--- src/fpic_defines.svh ---
`ifndef FPIC_DEFINES_SVH
`define FPIC_DEFINES_SVH
// Summary of operation
// - Power LED on; blinks 1.2 s while powering off
// - Power fault LED: steady critical, blink minor
// - Power fault kept at power-on and reset, cleared at controller reset
// - Cooling fault LED: steady critical, blink minor
// - Cooling fault clears at power-on or reset
// - General fault LED: steady critical, blink minor
// - General fault clears at power-on or reset
// - Identify press or remote command toggles ID LED
// - Identify press silences buzzer, ID LED unchanged
// - Critical fault sounds buzzer; acknowledge clears both
// - Reset press powered on: dump, reset within 15 s
// - Reset held 10 s off: settings-clear mode
// - Reset press cancels; power-on flags settings clear
// - Diagnostic press powered on issues a reset
// - Diagnostic held 10 s off: emergency boot mode
// - Emergency mode power-on selects boot bank 1
// - Firmware recovery command blinks ID 0.6/0.6 s
// - Recovery modes exclusive; first entered keeps priority
// - All LEDs lit at first power-on lamp test
// - Test command drives buzzer and fault LEDs
// - Firmware copy blinks all LEDs
// - Firmware damage lights all LEDs plus buzzer
////////////////////////////////////////////////////////////////////////////////
// Timing, in milliseconds and kHz, lamp test length in blink phases
`define FPIC_CLK_KHZ       64'd125000
`define FPIC_DEBOUNCE_MS   64'd10
`define FPIC_PHASE_MS      64'd600
`define FPIC_HOLD_MS       64'd10000
`define FPIC_DUMP_MS       64'd15000
`define FPIC_LAMP_PHASES   3'h4
// Blink phase holding the off slot of the settings-clear pattern
`define FPIC_PH_LAST       2'h3
`define FPIC_PH_FIRST      2'h0
// Register byte offsets
`define FPIC_ADDR_CTRL     8'h00
`define FPIC_ADDR_FAULT    8'h04
`define FPIC_ADDR_STATUS   8'h08
`define FPIC_ADDR_HI_ZERO  24'h000000
// Bus encodings
`define FPIC_HTRANS_NONSEQ 2'h2
`define FPIC_HSIZE_WORD    3'h2
// Button indices inside the button struct
`define FPIC_BTN_ID        0
`define FPIC_BTN_DIAG      1
`define FPIC_BTN_RST       2
`define FPIC_BTN_PWR       3
`define FPIC_HOLD_RST      0
`define FPIC_HOLD_DIAG     1
`endif

--- src/fpic_pkg.sv ---
package fpic_pkg;
  typedef logic [31:0] fpic_cnt_t;
  typedef enum logic [2:0] {
    FPIC_MD_IDLE = 3'b001,
    FPIC_MD_CLR  = 3'b010,
    FPIC_MD_EMRG = 3'b100
  } fpic_mode_e;
  // Buttons, active low at the pins
  typedef struct packed {logic pwr; logic rst; logic diag; logic id;} fpic_btn_s;
  typedef struct packed {logic pwr; logic cool; logic pfault; logic gfault; logic id;} fpic_led_s;
  typedef struct packed {
    logic [25:0] rsvd;
    logic dump_done; logic id_toggle; logic recov; logic test; logic damage; logic copy;
  } fpic_ctrl_s;
  typedef struct packed {
    logic [25:0] rsvd;
    logic gen_minor; logic gen_crit; logic cool_minor; logic cool_crit;
    logic pwr_minor; logic pwr_crit;
  } fpic_fault_s;
  typedef struct packed {
    logic [21:0] rsvd;
    logic lamp; logic dump_pend; logic id_on; logic buzz; logic bank;
    logic clr_set; logic emrg; logic clr; logic pwr_down; logic pwr_on;
  } fpic_status_s;
  typedef struct packed {
    logic [3:0]      s1;
    logic [3:0]      s2;
    logic [3:0]      stable;
    logic [3:0]      press;
    fpic_cnt_t [3:0] deb;
    fpic_cnt_t [1:0] hold;
    logic [1:0]      fired;
    fpic_cnt_t       tick_cnt;
    logic [1:0]      phase;
    logic [2:0]      lamp_cnt;
    logic            lamp_done;
    logic            pon;
    logic            pwr_down;
    fpic_mode_e      mode;
    logic            clr_set;
    logic            bank;
    fpic_ctrl_s      ctl;
    fpic_fault_s     fault;
    logic            buzz;
    logic            id_on;
    logic            dump_pend;
    fpic_cnt_t       dump_cnt;
    logic            rst_pulse;
    logic            pwr_tog;
    fpic_led_s       led;
    logic            buzzer;
    logic [31:0]     rdata;
    logic            dp_sel;
    logic            dp_wr;
    logic [7:0]      dp_addr;
  } fpic_state_s;
endpackage : fpic_pkg

--- src/fpic_top.sv ---
`timescale 1ns/1ps
`include "fpic_defines.svh"
module fpic_top #(
  parameter fpic_pkg::fpic_cnt_t DEB_CYC   = 32'(`FPIC_DEBOUNCE_MS * `FPIC_CLK_KHZ),
  parameter fpic_pkg::fpic_cnt_t PHASE_CYC = 32'(`FPIC_PHASE_MS * `FPIC_CLK_KHZ),
  parameter fpic_pkg::fpic_cnt_t HOLD_CYC  = 32'(`FPIC_HOLD_MS * `FPIC_CLK_KHZ),
  parameter fpic_pkg::fpic_cnt_t DUMP_CYC  = 32'(`FPIC_DUMP_MS * `FPIC_CLK_KHZ)
) (
  // Clock and reset
  input  wire logic                core_clk_in,
  input  wire logic                resetn_in,
  // AHB-Lite slave
  input  wire logic                hsel_in,
  input  wire logic [31:0]         haddr_in,
  input  wire logic [1:0]          htrans_in,
  input  wire logic                hwrite_in,
  input  wire logic [2:0]          hsize_in,
  input  wire logic [31:0]         hwdata_in,
  input  wire logic                hready_in,
  output logic [31:0]              hrdata_out,
  output logic                     hreadyout_out,
  output logic                     hresp_out,
  // Operator panel
  input  wire fpic_pkg::fpic_btn_s buttons_n_in,
  output fpic_pkg::fpic_led_s      led_out,
  output logic                     buzzer_out,
  // System power and reset control
  input  wire logic                power_on_in,
  output logic                     power_toggle_out,
  output logic                     sys_reset_out,
  output logic                     reg_dump_req_out,
  output logic                     clear_settings_out,
  output logic                     boot_bank_out
);
  import fpic_pkg::*;

  fpic_state_s st_r;
  fpic_state_s st_nxt;
  logic [1:0]  hold_fire;
  logic        tick;
  logic        rise;
  logic        fall;
  logic        ack;
  logic        wr_ctl;
  logic        wr_fault;
  fpic_ctrl_s  wctl;

  ////////////////////////////////////////////////////////////////////////////////
  // Fault indicator drive: steady for critical, slow blink for minor
  function automatic logic fault_led(input logic crit, input logic minor, input logic blink);
    fault_led = crit | (minor & blink);
  endfunction : fault_led

  ////////////////////////////////////////////////////////////////////////////////
  // Next-state logic
  always_comb begin
    logic          blink;
    fpic_status_s  stat;
    logic [2:0]    crit_old;
    logic [2:0]    crit_new;
    logic [3:0]    btn;
    st_nxt    = st_r;
    blink     = ~st_r.phase[0];
    stat      = '0;
    crit_old  = '0;
    crit_new  = '0;
    btn       = buttons_n_in;
    hold_fire = '0;
    tick      = 1'b0;
    ack       = 1'b0;
    wctl      = fpic_ctrl_s'(hwdata_in);
    st_nxt.press     = '0;
    st_nxt.rst_pulse = 1'b0;
    st_nxt.pwr_tog   = 1'b0;
    // Two-flop sync then stability filter per button
    for (int i = 0; i < 4; i++) begin
      st_nxt.s1[i] = ~btn[i];
      st_nxt.s2[i] = st_r.s1[i];
      if (st_r.s2[i] == st_r.stable[i]) begin
        st_nxt.deb[i] = '0;
      end else if (st_r.deb[i] == DEB_CYC - 32'h1) begin
        st_nxt.deb[i]    = '0;
        st_nxt.stable[i] = st_r.s2[i];
        st_nxt.press[i]  = st_r.s2[i];
      end else begin
        st_nxt.deb[i] = st_r.deb[i] + 32'h1;
      end
    end
    // Hold timers for reset and diagnostic buttons, restart on release
    for (int k = 0; k < 2; k++) begin
      if (!st_r.stable[(k == `FPIC_HOLD_RST) ? `FPIC_BTN_RST : `FPIC_BTN_DIAG]) begin
        st_nxt.hold[k]  = '0;
        st_nxt.fired[k] = 1'b0;
      end else if (!st_r.fired[k]) begin
        if (st_r.hold[k] == HOLD_CYC - 32'h1) begin
          st_nxt.fired[k] = 1'b1;
          hold_fire[k]    = 1'b1;
        end else begin
          st_nxt.hold[k] = st_r.hold[k] + 32'h1;
        end
      end
    end
    // System power edges
    rise       = power_on_in & ~st_r.pon;
    fall       = ~power_on_in & st_r.pon;
    st_nxt.pon = power_on_in;
    // Blink phase base, 0.6 s per phase
    if (st_r.tick_cnt == PHASE_CYC - 32'h1) begin
      st_nxt.tick_cnt = '0;
      st_nxt.phase    = st_r.phase + 2'h1;
      tick            = 1'b1;
    end else begin
      st_nxt.tick_cnt = st_r.tick_cnt + 32'h1;
    end
    // Bus data phase decode
    wr_ctl   = st_r.dp_sel & st_r.dp_wr & (st_r.dp_addr == `FPIC_ADDR_CTRL);
    wr_fault = st_r.dp_sel & st_r.dp_wr & (st_r.dp_addr == `FPIC_ADDR_FAULT);
    // Identify button: acknowledge a sounding buzzer, else toggle
    if (st_r.press[`FPIC_BTN_ID]) begin
      if (st_r.buzz) begin
        ack = 1'b1;
      end else begin
        st_nxt.id_on = ~st_nxt.id_on;
      end
    end
    if (wr_ctl && wctl.id_toggle) begin
      st_nxt.id_on = ~st_nxt.id_on;
    end
    // Fault latches: hardware clears first, software writes win
    crit_old = {st_r.fault.pwr_crit, st_r.fault.cool_crit, st_r.fault.gen_crit};
    if (rise || st_r.rst_pulse) begin
      st_nxt.fault.cool_crit  = 1'b0;
      st_nxt.fault.cool_minor = 1'b0;
      st_nxt.fault.gen_crit   = 1'b0;
      st_nxt.fault.gen_minor  = 1'b0;
    end
    if (ack) begin
      st_nxt.buzz            = 1'b0;
      st_nxt.fault.pwr_crit  = 1'b0;
      st_nxt.fault.cool_crit = 1'b0;
      st_nxt.fault.gen_crit  = 1'b0;
    end
    if (wr_fault) begin
      st_nxt.fault      = fpic_fault_s'(hwdata_in);
      st_nxt.fault.rsvd = '0;
    end
    crit_new = {st_nxt.fault.pwr_crit, st_nxt.fault.cool_crit, st_nxt.fault.gen_crit};
    if ((crit_new & ~crit_old) != 3'h0) begin
      st_nxt.buzz = 1'b1;
    end
    // Control register
    if (wr_ctl) begin
      st_nxt.ctl           = wctl;
      st_nxt.ctl.rsvd      = '0;
      st_nxt.ctl.id_toggle = 1'b0;
      st_nxt.ctl.dump_done = 1'b0;
    end
    // Power button and power-down tracking
    if (st_r.press[`FPIC_BTN_PWR]) begin
      st_nxt.pwr_tog = 1'b1;
    end
    if (!power_on_in) begin
      st_nxt.pwr_down = 1'b0;
    end else if (st_r.press[`FPIC_BTN_PWR]) begin
      st_nxt.pwr_down = 1'b1;
    end
    // Reset button while on: request dump, reset on done or timeout
    if (!power_on_in) begin
      st_nxt.dump_pend = 1'b0;
    end else if (st_r.dump_pend) begin
      if ((wr_ctl && wctl.dump_done) || st_r.dump_cnt == DUMP_CYC - 32'h1) begin
        st_nxt.dump_pend = 1'b0;
        st_nxt.rst_pulse = 1'b1;
      end else begin
        st_nxt.dump_cnt = st_r.dump_cnt + 32'h1;
      end
    end else if (st_r.press[`FPIC_BTN_RST]) begin
      st_nxt.dump_pend = 1'b1;
      st_nxt.dump_cnt  = '0;
    end
    // Diagnostic button while on resets at once
    if (power_on_in && st_r.press[`FPIC_BTN_DIAG]) begin
      st_nxt.rst_pulse = 1'b1;
    end
    // Recovery mode machine; the active mode ignores the other request
    case (st_r.mode)
      FPIC_MD_IDLE: begin
        if (!power_on_in && hold_fire[`FPIC_HOLD_RST]) begin
          st_nxt.mode = FPIC_MD_CLR;
        end else if (!power_on_in && hold_fire[`FPIC_HOLD_DIAG]) begin
          st_nxt.mode = FPIC_MD_EMRG;
        end
      end
      FPIC_MD_CLR: begin
        if (rise) begin
          st_nxt.mode    = FPIC_MD_IDLE;
          st_nxt.clr_set = 1'b1;
        end else if (st_r.press[`FPIC_BTN_RST]) begin
          st_nxt.mode = FPIC_MD_IDLE;
        end
      end
      FPIC_MD_EMRG: begin
        if (rise) begin
          st_nxt.mode = FPIC_MD_IDLE;
          st_nxt.bank = 1'b1;
        end else if (st_r.press[`FPIC_BTN_DIAG]) begin
          st_nxt.mode = FPIC_MD_IDLE;
        end
      end
      default: begin
        st_nxt.mode = FPIC_MD_IDLE;
      end
    endcase
    if (fall) begin
      st_nxt.clr_set = 1'b0;
      st_nxt.bank    = 1'b0;
    end
    // Lamp test at the first power-on after reset
    if (rise && !st_r.lamp_done) begin
      st_nxt.lamp_done = 1'b1;
      st_nxt.lamp_cnt  = `FPIC_LAMP_PHASES;
    end else if (tick && st_r.lamp_cnt != 3'h0) begin
      st_nxt.lamp_cnt = st_r.lamp_cnt - 3'h1;
    end
    // Indicator drive, highest priority last
    st_nxt.led.pwr    = st_r.pwr_down ? blink : power_on_in;
    st_nxt.led.pfault = fault_led(st_r.fault.pwr_crit, st_r.fault.pwr_minor, blink);
    st_nxt.led.cool   = fault_led(st_r.fault.cool_crit, st_r.fault.cool_minor, blink);
    st_nxt.led.gfault = fault_led(st_r.fault.gen_crit, st_r.fault.gen_minor, blink);
    if (st_r.mode == FPIC_MD_CLR) begin
      st_nxt.led.id = (st_r.phase != `FPIC_PH_LAST);
    end else if (st_r.mode == FPIC_MD_EMRG) begin
      st_nxt.led.id = (st_r.phase == `FPIC_PH_FIRST);
    end else if (st_r.ctl.recov) begin
      st_nxt.led.id = blink;
    end else begin
      st_nxt.led.id = st_r.id_on;
    end
    st_nxt.buzzer = st_r.buzz;
    if (st_r.ctl.test) begin
      st_nxt.led.pfault = 1'b1;
      st_nxt.led.cool   = 1'b1;
      st_nxt.led.gfault = 1'b1;
      st_nxt.buzzer     = 1'b1;
    end
    if (st_r.lamp_cnt != 3'h0) begin
      st_nxt.led = '1;
    end
    if (st_r.ctl.copy) begin
      st_nxt.led = {5{blink}};
    end
    if (st_r.ctl.damage) begin
      st_nxt.led    = '1;
      st_nxt.buzzer = 1'b1;
    end
    // Address phase capture and read data
    st_nxt.dp_sel  = hsel_in & hready_in & (htrans_in == `FPIC_HTRANS_NONSEQ)
                     & (hsize_in == `FPIC_HSIZE_WORD) & (haddr_in[31:8] == `FPIC_ADDR_HI_ZERO);
    st_nxt.dp_wr   = hwrite_in;
    st_nxt.dp_addr = haddr_in[7:0];
    stat = '{rsvd: '0, lamp: (st_r.lamp_cnt != 3'h0), dump_pend: st_r.dump_pend,
             id_on: st_r.id_on, buzz: st_r.buzz, bank: st_r.bank, clr_set: st_r.clr_set,
             emrg: (st_r.mode == FPIC_MD_EMRG), clr: (st_r.mode == FPIC_MD_CLR),
             pwr_down: st_r.pwr_down, pwr_on: st_r.pon};
    st_nxt.rdata = '0;
    if (st_nxt.dp_sel && !hwrite_in) begin
      case (haddr_in[7:0])
        `FPIC_ADDR_CTRL:   st_nxt.rdata = st_r.ctl;
        `FPIC_ADDR_FAULT:  st_nxt.rdata = st_r.fault;
        `FPIC_ADDR_STATUS: st_nxt.rdata = stat;
        default:           st_nxt.rdata = '0;
      endcase
    end
  end

  ////////////////////////////////////////////////////////////////////////////////
  // State register; synchronous active-low reset
  always_ff @(posedge core_clk_in) begin
    if (!resetn_in) begin
      st_r      <= '0;
      st_r.mode <= FPIC_MD_IDLE;
    end else begin
      st_r <= st_nxt;
    end
  end

  ////////////////////////////////////////////////////////////////////////////////
  // Outputs
  assign hrdata_out         = st_r.rdata;
  assign hreadyout_out      = 1'b1; // Zero wait states
  assign hresp_out          = 1'b0; // Always OKAY
  assign led_out            = st_r.led;
  assign buzzer_out         = st_r.buzzer;
  assign power_toggle_out   = st_r.pwr_tog;
  assign sys_reset_out      = st_r.rst_pulse;
  assign reg_dump_req_out   = st_r.dump_pend;
  assign clear_settings_out = st_r.clr_set;
  assign boot_bank_out      = st_r.bank;
endmodule : fpic_top

--- config.mk ---
export PLATFORM = sky130hd
export DESIGN_NAME = fpic_top
export DESIGN_NICKNAME = d
export VERILOG_FILES = /design/src/fpic_pkg.sv /design/src/fpic_top.sv
export VERILOG_INCLUDE_DIRS = /design/src
export SDC_FILE = /design/constraint.sdc
export NUM_CORES = 1
export LEC_CHECK = 0
export ABC_CLOCK_PERIOD_IN_PS = 2400
export BUFFER_PORTS_ARGS = -buffer_cell sky130_fd_sc_hd__buf_4
export CAP_MARGIN = 15
export CORE_MARGIN = 2
export CORE_UTILIZATION = 55
export DETAILED_ROUTE_END_ITERATION = 6
export GPL_TIMING_DRIVEN = 0
export HOLD_SLACK_MARGIN = 0.15
export PLACE_DENSITY = 0.81
export SETUP_SLACK_MARGIN = 0.5
export SYNTH_ARGS = -nofsm -noshare
export SYNTH_HDL_FRONTEND = slang
export SYNTH_SLANG_ARGS = --single-unit
--- constraint.sdc ---
create_clock -name core_clk_in -period 2.4 [get_ports core_clk_in]
set_input_delay 0.12 -clock core_clk_in [delete_from_list [all_inputs] [get_ports core_clk_in]]
set_output_delay 0.12 -clock core_clk_in [all_outputs]
set_load 0.02 [all_outputs]
* Word level (Yosys, flattened, before mapping)
Index checks and enable logic that the tools add are counted.
** Word-level totals
- Bits of input ports :: 79
- Bits in writable memories :: 0
- Memories kept :: 0
- Bits in latches :: 0
- Register bits :: 350
- Memory bits (read-only) :: 0
** Cells by class
- Equality and inequality tests :: 25
- Div/mod/pow operators :: 0
- Mux-type cells :: 48
- Reduce and logical (&&, ||, !) cells :: 48
- Bitwise gates (word level) :: 39
- Shifts and indexed selects :: 0
- Add/subtract/negate cells :: 10
- Multiply operators :: 0
- $lt $le $gt $ge :: 0
** Operators with widths (count)
- $add A32 B1 Y32 const B :: 8
- $eq A32 B21 Y1 const B :: 4
- $eq A32 B31 Y1 const B :: 3
- $mux W33 :: 2
- $eq A32 B27 Y1 const B :: 1
- $mux W32 :: 1
- $pmux W10 S3 :: 1
- $mux W1 :: 28
- $mux W3 :: 9
- $logic_not A24 Y1 :: 1
- $reduce_and A2 Y1 :: 12
- $reduce_or A3 Y1 :: 8
- $not A1 Y1 :: 22
- $eq A8 B3 Y1 const B :: 2
- $logic_not A8 Y1 :: 2
- $and A1 B1 Y1 :: 12
- $mux W6 :: 2
- $mux W5 :: 2
- $ne A3 B3 Y1 const B :: 3
- $pmux W3 S3 :: 1
- $eq A8 B4 Y1 const B :: 1
- $logic_and A1 B1 Y1 :: 8
- $reduce_bool A2 Y1 :: 4
- $eq A3 B2 Y1 const B :: 2
- other kinds (18) :: 31

* Logic depth before layout (Yosys ltp)
Gate-level depths: netlist of run 1.
- Depth in word-level cells :: 9
- Depth in mapped cells :: 8

* Worst setup path after synthesis of run 1
OpenSTA, ideal clock, no wires.
- Path kind :: register to register
- Start point :: register st_r[196] (netlist bit)
- End point :: register st_r[153] (netlist bit)
- Setup slack :: 0.475 ns
- Clock period less this slack :: 1.925 ns
- Setup time :: 0.119 ns
- Buffers on the path :: 0
- Cell stages (with the launch flop) :: 7
- Data arrival time :: 1.806 ns
- Cell sequence :: dfxtp_1 ha_1 and4_1 nand4_1 or4_1 nor2b_1 o221a_2
** Between the ends
- Longest elaborated chain between the ends :: 7
- Elaborated cells on any way between the ends :: 9
- Those cells by class :: eq/ne: 2; mux: 5; reduce/logical: 2
** RTL lines
- start, declared :: RTL line fpic_top.sv:37 : fpic_state_s st_r;
- start signal, assigned :: RTL line fpic_top.sv:283 : st_r <= st_nxt;
- $eq A32 B31 Y1 (*) :: RTL line fpic_top.sv:95 : if (st_r.hold[k] == HOLD_CYC - 32'h1) begin
- $mux W1 (*) :: RTL line fpic_top.sv:95
- $mux W1 (*) :: RTL line fpic_top.sv:94 : end else if (!st_r.fired[k]) begin
- $mux W1 (*) :: RTL line fpic_top.sv:91 : if (!st_r.stable[(k == `FPIC_HOLD_RST) ? `FPIC_BTN_RST : `FPIC_BTN_DIAG]) begin
- $logic_and A1 B1 Y1 (*) :: RTL line fpic_top.sv:188 : if (!power_on_in && hold_fire[`FPIC_HOLD_RST]) begin
- $ne A3 B3 Y1 (no line) or $mux W3 (tied branches)
- $reduce_and A3 Y1 (no line) or $pmux W3 S3 (tied branches)
Every way passes the cells marked *; elsewhere a longest branch is shown, timed or not.
A chain may end at the register's enable or synchronous reset.

* Worst setup path in the final report of run 1
- Start point :: register st_r[257] (netlist bit)
- End point :: register st_r[254] (netlist bit)
** Between the ends
- Longest elaborated chain between the ends :: 3
** RTL lines (RTL line)
- $eq A32 B31 Y1 :: fpic_top.sv:95
- $not A1 Y1 (no line)
- $reduce_and A2 Y1 (no line)
No other way between the ends.

==> results of run 1 <==
## critical path, cell delays in order, from the launching register on
cell     delay (ns)
dfxtp_2        0.34
buf_6          0.11
buf_6          0.11
or4bb_1        0.50
nor3_2         0.22
and4_4         0.28
buf_6          0.15
nor4_1         0.08
xnor2_1        0.19
nor2_1         0.08
## flip-flops by register name, indices dropped and copies added, names as in the netlist
| signal | cells |
|---|---|
| led_out | 5 |
| buzzer_out | 1 |
| st_r | 303 |
| hrdata_out | 10 |
| power_toggle_out | 1 |
| boot_bank_out | 1 |
| sys_reset_out | 1 |
| st_nxt | 4 |
| reg_dump_req_out | 1 |
| clear_settings_out | 1 |
## what timing repair did
item / 4_1_cts / 5_1_grt
endpoints found under the hold margin: 47 / 0
hold buffers: 21 / 0
cloned: 5 / 8
pin swaps: 46 / 90
gates resized for setup: 117 / 260
buffers inserted: 40 / 32
setup endpoints to repair: 245 / 254
## cell families after synthesis
| kind of cell | after synthesis | share of synthesized area [%] |
|---|---|---|
| AND/OR/NAND/NOR | 928 | 33.0 |
| multiplexers | 13 | 0.875 |
| AO/OA/AOI/OAI | 85 | 3.43 |
| adder cells (fa/ha/maj) | 12 | 1.00 |
| buffers and inverters | 120 | 4.38 |
| XOR/XNOR | 232 | 13.5 |
| flip-flops | 328 | 43.7 |
| other | 2 | 0.0500 |
## per-layer routing
metal	GRT usage, %	vias to the layer above	wire [µm]
li1	-	6336	-
met1	30.8	6471	16500
met2	41.0	543	19800
met3	3.57	140	2410
met4	7.21	2	1460
met5	0	-	10
## layout make-up
cell class	instances	area, µm²
multi-input combinational	1294	8870
fill	1775	7420
sequential	328	6670
timing repair buffer	178	1550
clock buffer	50	1020
buffer	88	679
tap	341	427
inverter	32	120
clock inverter	11	108
## how the worst max path moves through the flow
| stage | end | slack (ns) | startpoint | depth (start not counted) |
|---|---|---|---|---|
| 6_report | st_r[254]$_SDFFE_PN0P_ | 0.19 | st_r[257]$_SDFFE_PN0P_ | 9 |
| 5_1_grt | st_r[237]$_SDFFE_PN0P_ | 0.14 | st_r[243]$_SDFFE_PN0P_ | 6 |
| 2_1_floorplan | st_r[153]$_SDFFE_PN0P_ | 0.51 | st_r[196]$_SDFFE_PN0P_ | 6 |
| 3_3_place_gp | st_r[284]$_SDFF_PP0_ | -0.02 | st_r[260]$_SDFF_PP0_ | 7 |
| 3_5_place_dp | st_r[284]$_SDFF_PP0_ | -0.06 | st_r[260]$_SDFF_PP0_ | 7 |
| 4_1_cts | st_r[62]$_SDFFE_PN0P_ | 0.35 | st_r[64]$_SDFFE_PN0P_ | 7 |
## power groups by stage
stage | Combinational [mW] | Clock, mW | Sequential, mW
2_1_floorplan | 0.183 | 0 | 5.61
3_3_place_gp | 0.306 | 0 | 5.61
3_5_place_dp | 0.310 | 0 | 5.61
4_1_cts | 0.360 | 5.38 | 5.49
5_1_grt | 0.429 | 5.61 | 5.48
6_report | 0.402 | 5.35 | 5.48
## cell usage in the layout, fill, tap and decap left out, types with 9 or more instances in the layout
cell type and instances:
nor2_2 25, dfxtp_1 262, buf_4 175, nor2_4 18, clkbuf_16 40, xnor2_1 75
nor2b_1 18, nor4_1 22, and2_1 29, nand2_1 133, o21ai_0 21, dfxtp_2 57
nor4_4 24, nand4_1 73, and3_1 44, or3_1 17, and4_1 19, nand3_2 9
nor2_1 269, nor3_2 12, mux2i_1 12, nand3_1 92, dfxtp_4 9, clkbuf_1 25
inv_1 32, dlygate4sd3_1 21, conb_1 24, a21oi_1 25, xor2_1 155, nor3_1 15
buf_6 29
==> impl_metrics.tcl, run 1 <==
set metrics [dict create \
    status "finished clean" \
    rsz0062_at_grt "yes" \
    yosysWarnings 0 \
    numCtsBuffers 35 \
    antenna_found_initial 1 \
    reg2reg_depth 9 \
    vias_per_cell 5.81 \
    htreeDepth 2 \
    die_w_um 169 \
    synth_edf_count 0 \
    finClkSkew_ns 0.0109 \
    drt_first_pass_iters 5 \
    hold_depth 4 \
    wl_um 40100 \
    min_to "st_r[391]$_SDFF_PP0_" \
    setup_tns_ns 0 \
    min_from "resetn_in" \
    drtAntennaViolNets 0 \
    post-route-period-util_pct 92.1 \
    crit_fanout 5 \
    rows 60 \
    place_area_mm2 0.0161 \
    root_buffer "clkbuf_16" \
    layout_min_cycle_time_ns 2.21 \
    port_buffers 72 \
    syn_area_mm2 0.0150 \
    p_per_area_mw_per_mm2 578 \
    whs_ns 0.221 \
    grt_pass1_wl_um 57600 \
    worstSetupPathType "reg -> reg" \
    startpoint_type "flip-flop" \
    clkLatencyLatePin_ns 0.51 \
    maxCapViolCount 0 \
    setup_viol 0 \
    reg2reg_slack_ns 0.19 \
    synthTopCellsByArea "dfxtp_1 (44%), xor2_1 (9.0%), nor2_1 (7.8%), xnor2_1 (4.5%), nand3_1 (3.4%)" \
    pin_count 124 \
    grt_pass1_vias 12193 \
    reg2reg_from "st_r[257]$_SDFFE_PN0P_" \
    utilization_pct 72.4 \
    synth_seq_cells 328 \
    reg2reg_to "st_r[254]$_SDFFE_PN0P_" \
    max_freq_mhz 452 \
    clkPwrFrac_pct 47.6 \
    ys_types 72 \
    p_sw_mw 2.39 \
    yosys.area.top_type "dfxtp_1" \
    synthCells 1720 \
    internal_power_mw 8.85 \
    nets 2048 \
    overflow 0 \
    place_congestion 0.848 \
    pwr-share-seq_pct 48.8 \
    postSynthAreaPerCell_um2 8.73 \
    relSlewSlack_pct 39.9 \
    switching_share_pct 21.3 \
    ir_worst_vdd_v 0.000481 \
    leakagePower_nw 7.08 \
    cts.sinks 328 \
    initial_core_util_pct 55.9 \
    syn2layout_area_growth_pct 29.5 \
    synth-main-ff-cell "dfxtp_1" \
    worst_slack_ns 0.189 \
    fin_area_mm2 0.0195 \
    cts_tree "done" \
    hpwl_um 22700 \
    ys_seq_area_share_pct 43.7 \
    layout-drive-gt1-share_pct 26.7 \
    worstPathArrival_ns 2.58 \
    synth_common_cells "dfxtp_1 (328), nor2_1 (311), xor2_1 (155), nand2_1 (137), nand3_1 (103)" \
    vias 13492 \
    required_ns 2.77 \
    hp-class "in -> reg" \
    crit_path_end_kind "flip-flop" \
    yosysMostFrequentCell "dfxtp_1" \
    grt_usage_pct 23.8 \
    drtIter0Drc 1127 \
    hold_viol 0 \
    grt_max_degree 15 \
    synth-async-reset-ratio_pct 0 \
    yosys.area.top_type_share_pct 43.7 \
    instances_no_fill 2322 \
    wl_per_cell_um 17.3 \
    power_frac_comb_pct 3.6 \
    dp_cells 2155 \
    die_area_mm2 0.0286 \
    total_power_mw 11.2 \
    cts_buffer_depth 3 \
    core-area_mm2 0.0269 \
    num_antenna_cells 0 \
    cts.clk_slew.worst_paths_ns 0.07 \
    place_ws_ns -0.0628 \
    tightest_slew_ns 0.900 \
    remaining_drc_errors 0 \
    die_y_um 169 \
    drv_slew 0 \
]
Note: power is estimated with default switching activity, not from simulation.
==> run 2, diff against run 1 <==
- CORE_UTILIZATION: 55 -> 35
- PLACE_DENSITY: 0.81 -> 0.58
==> run 2 against run 1 <==
Core utilization down 26 points; sequential cell count unchanged; combinational power down 2%; clock skew down 0.0020 ns; cell area up 1.4%; clock power up 11%; sequential share of layout area down 0.50 points; die area up 56%; sequential power about the same; fmax up 7.5%; total power up 5.0%; largest power group is now clock.
==> impl_metrics.tcl, run 2 (synthesis results as in run 1) <==
set metrics [dict create \
    drtAntennaViolNets 0 \
    maxCapViolCount 0 \
    die_y_um 211 \
    num_antenna_cells 0 \
    root_buffer "clkbuf_16" \
    setup_viol 0 \
    htreeDepth 2 \
    final_cell_mix "dfxtp_1 (270), nor2_1 (254), buf_4 (170)" \
    cts_buffer_depth 3 \
    die_area_mm2 0.0446 \
    hpwl_um 24100 \
    startpoint_type "flip-flop" \
    initial_core_util_pct 35.6 \
    grt_pass1_wl_um 57800 \
    regMostFlops "st_r" \
    drv_slew 0 \
    clkLatencyLatePin_ns 0.53 \
    core-area_mm2 0.0421 \
    rsz0062_at_grt "yes" \
    cts.clk_slew.worst_paths_ns 0.06 \
    cts_tree "done" \
    hp-class "in -> reg" \
    die_w_um 211 \
    nets 2044 \
    setup_tns_ns 0 \
    hold_viol 0 \
    remaining_drc_errors 0 \
    finClkSkew_ns 0.00888 \
    status "finished clean" \
    worstSetupPathType "reg -> reg" \
    post-route-period-util_pct 85.7 \
    p_per_area_mw_per_mm2 598 \
    vias_per_cell 4.94 \
    pin_count 124 \
    ir_worst_vdd_v 0.000441 \
    grt_pass1_vias 11882 \
    leakagePower_nw 7.02 \
    nFillCells 3941 \
    required_ns 2.80 \
    tightest_slew_ns 0.810 \
    grt_usage_pct 15.6 \
    final_common_cell "dfxtp_1" \
    rows 75 \
    total_power_mw 11.8 \
    layout_min_cycle_time_ns 2.06 \
    crit_path_end_kind "flip-flop" \
    numCtsBuffers 38 \
    port_buffers 72 \
    grt_max_degree 14 \
    max_freq_mhz 486 \
    drt_first_pass_iters 5 \
    wl_per_cell_um 14.1 \
    syn2layout_area_growth_pct 31.4 \
    antenna_found_initial 1 \
    overflow 0 \
    drtIter0Drc 547 \
    crit_fanout 5 \
    vias 12450 \
    cts.sinks 328 \
    relSlewSlack_pct 46.0 \
    worstPathArrival_ns 2.46 \
    layout-drive-gt1-share_pct 26.8 \
    place_congestion 0.832 \
    wl_um 35700 \
    largest_register_ffs 303 \
]
==> run 2: cell types whose count changed in the layout (fill, tap and decap cells not counted), moves of 5 or more <==
cell	delta
nor4_2	+7
buf_4	-5
nor2_2	+16
nor4_4	-8
nor2_1	-15
dfxtp_1	+8
dfxtp_2	-11
==> run 2: final cells by class <==
class	count	area [µm²]	area share [%]
Inverter	32	120	0.609
Sequential cell	328	6670	33.8
Tap cell	539	674	3.42
Buffer	88	693	3.51
Clock inverter	10	129	0.653
Clock buffer	59	1160	5.90
Timing Repair Buffer	171	1450	7.34
Multi-Input combinational cell	1294	8830	44.8
==> run 2: final timing paths <==
kind                             to                    from  cells after the start  slack (ns)
max          st_r[230]$_SDFFE_PN0P_  st_r[255]$_SDFFE_PN0P_                      7        0.34
min            st_r[390]$_SDFF_PP0_               resetn_in                      4        0.26
max reg2reg  st_r[230]$_SDFFE_PN0P_  st_r[255]$_SDFFE_PN0P_                      7        0.34
min reg2reg    st_r[397]$_SDFF_PN0_  st_nxt[397]$_SDFF_PN0_                      1        0.43
==> run 2: timing repair <==
| item | CTS | global route |
|---|---|---|
| setup endpoints to repair | 249 | 259 |
| endpoints found under the hold margin | 47 | 0 |
| pin swaps | 32 | 108 |
| resized for setup | 114 | 262 |
| setup buffers | 32 | 34 |
| hold buffers | 22 | 0 |
| gates cloned | 6 | 5 |
==> run 2: critical path, stage by stage (launching register included) <==
cell and delay [ns]:
dfxtp_1 0.40, or3b_4 0.42, or3_4 0.39, nor4_4 0.26, buf_6 0.20, nor3b_1 0.06
xnor2_1 0.14, nor2_1 0.05
==> run 2: metal layers <==
| metal | share of wire (%) | vias to the layer above | track usage [%] |
|---|---|---|---|
| met4 | 2.5 | 0 | 5.46 |
| met5 | 0 | - | 0 |
| met3 | 3.5 | 58 | 2.35 |
| li1 | - | 6334 | - |
| met2 | 48 | 185 | 26.0 |
| met1 | 46 | 5873 | 20.5 |
==> run 2: through the flow <==
| stage | instances | instance area [µm²] | setup WS [ns] | util (%) | hold slack [ns] |
|---|---|---|---|---|---|
| after global placement | 2353 | 16300 | 0.0762 | 38.7 | 0.306 |
| after floorplan | 1742 | 15100 | 0.505 | - | 0.192 |
| after CTS | 2482 | 18500 | 0.374 | 44.0 | 0.215 |
| final | 2521 | 19700 | 0.344 | 46.8 | 0.263 |
| after detailed placement | 2353 | 16300 | 0.0601 | 38.7 | 0.303 |
| after global routing | 2521 | 19700 | 0.281 | 46.8 | 0.293 |
==> run 2: power by group <==
group          switching [mW]  leakage, nW  internal, mW  total (mW)
logic                   0.198         3.70         0.196       0.394
clock network            2.26        0.639          3.66        5.92
registers              0.0191         2.68          5.46        5.48
total                    2.48         7.02          9.31        11.8
==> run 3, diff against run 2 <==
- PLACE_DENSITY: 0.58 -> default
==> run 3 against run 2 <==
Clock power decreased by 6.2%; cell area decreased by 0.25%; cell count about the same; worst setup slack improved by 0.0041 ns; non-clock buffer count increased by 2; first-iteration DRC count decreased by 0.18%; largest cell class unchanged; largest power group unchanged.
==> impl_metrics.tcl, run 3 (synthesis results as in run 1) <==
set metrics [dict create \
    status "finished clean" \
    clkLatencyLatePin_ns 0.53 \
    overflow 0 \
    drt_first_pass_iters 5 \
    rows 75 \
    largest_register_ffs 303 \
    cts.sinks 328 \
    drtAntennaViolNets 0 \
    initial_core_util_pct 35.6 \
    nets 2045 \
    layout_min_cycle_time_ns 2.05 \
    cts_tree "done" \
    startpoint_type "flip-flop" \
    cts.clk_slew.worst_paths_ns 0.06 \
    final_cell_mix "dfxtp_1 (262), nor2_1 (260), buf_4 (173)" \
    hp-class "in -> reg" \
    utilization_pct 46.7 \
    grt_pass1_wl_um 58300 \
    layout-drive-gt1-share_pct 27.0 \
    vias 12595 \
    pin_count 124 \
    regMostFlops "st_r" \
    relSlewSlack_pct 53.5 \
    die_y_um 211 \
    hpwl_um 24400 \
    vias_per_cell 5.00 \
    ir_worst_vdd_v 0.000512 \
    hold_viol 0 \
    root_buffer "clkbuf_16" \
    crit_fanout 10 \
    syn2layout_area_growth_pct 31.1 \
    leakagePower_nw 7.00 \
    die_w_um 211 \
    grt_usage_pct 15.6 \
    die_area_mm2 0.0446 \
    maxCapViolCount 0 \
    whs_ns 0.242 \
    worstSetupPathType "reg -> reg" \
    nFillCells 3921 \
    setup_tns_ns 0 \
    p_per_area_mw_per_mm2 581 \
    finClkSkew_ns 0.0218 \
    tightest_slew_ns 0.697 \
    required_ns 2.82 \
    rsz0062_at_grt "yes" \
    max_freq_mhz 487 \
    crit_path_end_kind "flip-flop" \
    numCtsBuffers 37 \
    cts_buffer_depth 3 \
    worstPathArrival_ns 2.47 \
    core-area_mm2 0.0421 \
    port_buffers 72 \
    place_congestion 0.820 \
    grt_pass1_vias 11870 \
    remaining_drc_errors 0 \
    post-route-period-util_pct 85.5 \
    drtIter0Drc 546 \
    antenna_found_initial 0 \
    grt_max_degree 15 \
    final_common_cell "dfxtp_1" \
    htreeDepth 2 \
    setup_viol 0 \
    wl_um 35900 \
    wl_per_cell_um 14.2 \
    total_power_mw 11.4 \
    drv_slew 0 \
]
-- run 3: changes by cell type in the layout (fill, tap and decap cells not counted), sizes merged --
cell	before	now
clkinv	7	9
inv	32	34
diode	0	1
clkbuf	90	81
bufinv	3	2
buf	206	209
-- run 3: cell type report --
type | instances | area (µm²) | share of cell area [%]
clock buffer | 51 | 1070 | 5.43
multi-input combinational | 1294 | 8870 | 45.1
sequential | 328 | 6680 | 33.9
antenna | 1 | 2.50 | 0.0127
timing repair buffer | 173 | 1470 | 7.47
clock inverter | 13 | 123 | 0.623
inverter | 32 | 120 | 0.610
tap | 539 | 674 | 3.43
buffer | 88 | 679 | 3.45
-- run 3: routing by layer --
layer | part of all wire [%] | GRT usage (%) | up-vias
met5 | 0 | 0 | -
met1 | 47 | 20.6 | 5992
met4 | 2.8 | 5.29 | 0
met3 | 3.7 | 2.38 | 64
li1 | - | - | 6334
met2 | 47 | 25.9 | 205
-- run 3: report_power, final --
group | internal [mW] | leakage [nW] | total, mW | switching [mW]
combinational | 0.195 | 3.72 | 0.397 | 0.202
clock | 3.32 | 0.599 | 5.55 | 2.23
sequential | 5.46 | 2.68 | 5.48 | 0.0177
total | 8.98 | 7.00 | 11.4 | 2.45
-- run 3: timing repair --
| item | CTS | global route |
|---|---|---|
| pin swaps | 50 | 101 |
| gates resized for setup | 127 | 255 |
| cloned | 6 | 7 |
| setup buffers | 34 | 32 |
| hold buffers | 22 | 0 |
| endpoints found under the setup margin | 248 | 254 |
| endpoints found under the hold margin | 48 | 0 |
-- run 3: final timing paths --
kind	from	end	slack (ns)	cells past startpoint
max	st_r[64]$_SDFFE_PN0P_	st_r[75]$_SDFFE_PN0P_	0.35	7
min	resetn_in	st_r[391]$_SDFF_PP0_	0.24	4
max reg2reg	st_r[64]$_SDFFE_PN0P_	st_r[75]$_SDFFE_PN0P_	0.35	7
min reg2reg	st_r[292]$_SDFF_PP0_	st_r[292]$_SDFF_PP0_	0.43	1
-- run 3: stage by stage --
| step | setup WS [ns] | instances | cell area, µm² |
|---|---|---|---|
| 2_1_floorplan | 0.505 | 1742 | 15100 |
| 3_3_place_gp | -0.100 | 2353 | 16300 |
| 3_5_place_dp | -0.151 | 2353 | 16300 |
| 4_1_cts | 0.356 | 2479 | 18500 |
| 5_1_grt | 0.249 | 2518 | 19700 |
| 6_report | 0.348 | 2519 | 19700 |
-- run 3: worst max-delay path, cell delays in order (launching register included) --
cell	delay (ns)
dfxtp_4	0.34
or4b_4	0.56
nor4_4	0.33
nand4b_4	0.20
buf_8	0.19
nand4_1	0.11
xor2_1	0.16
nor2_1	0.05
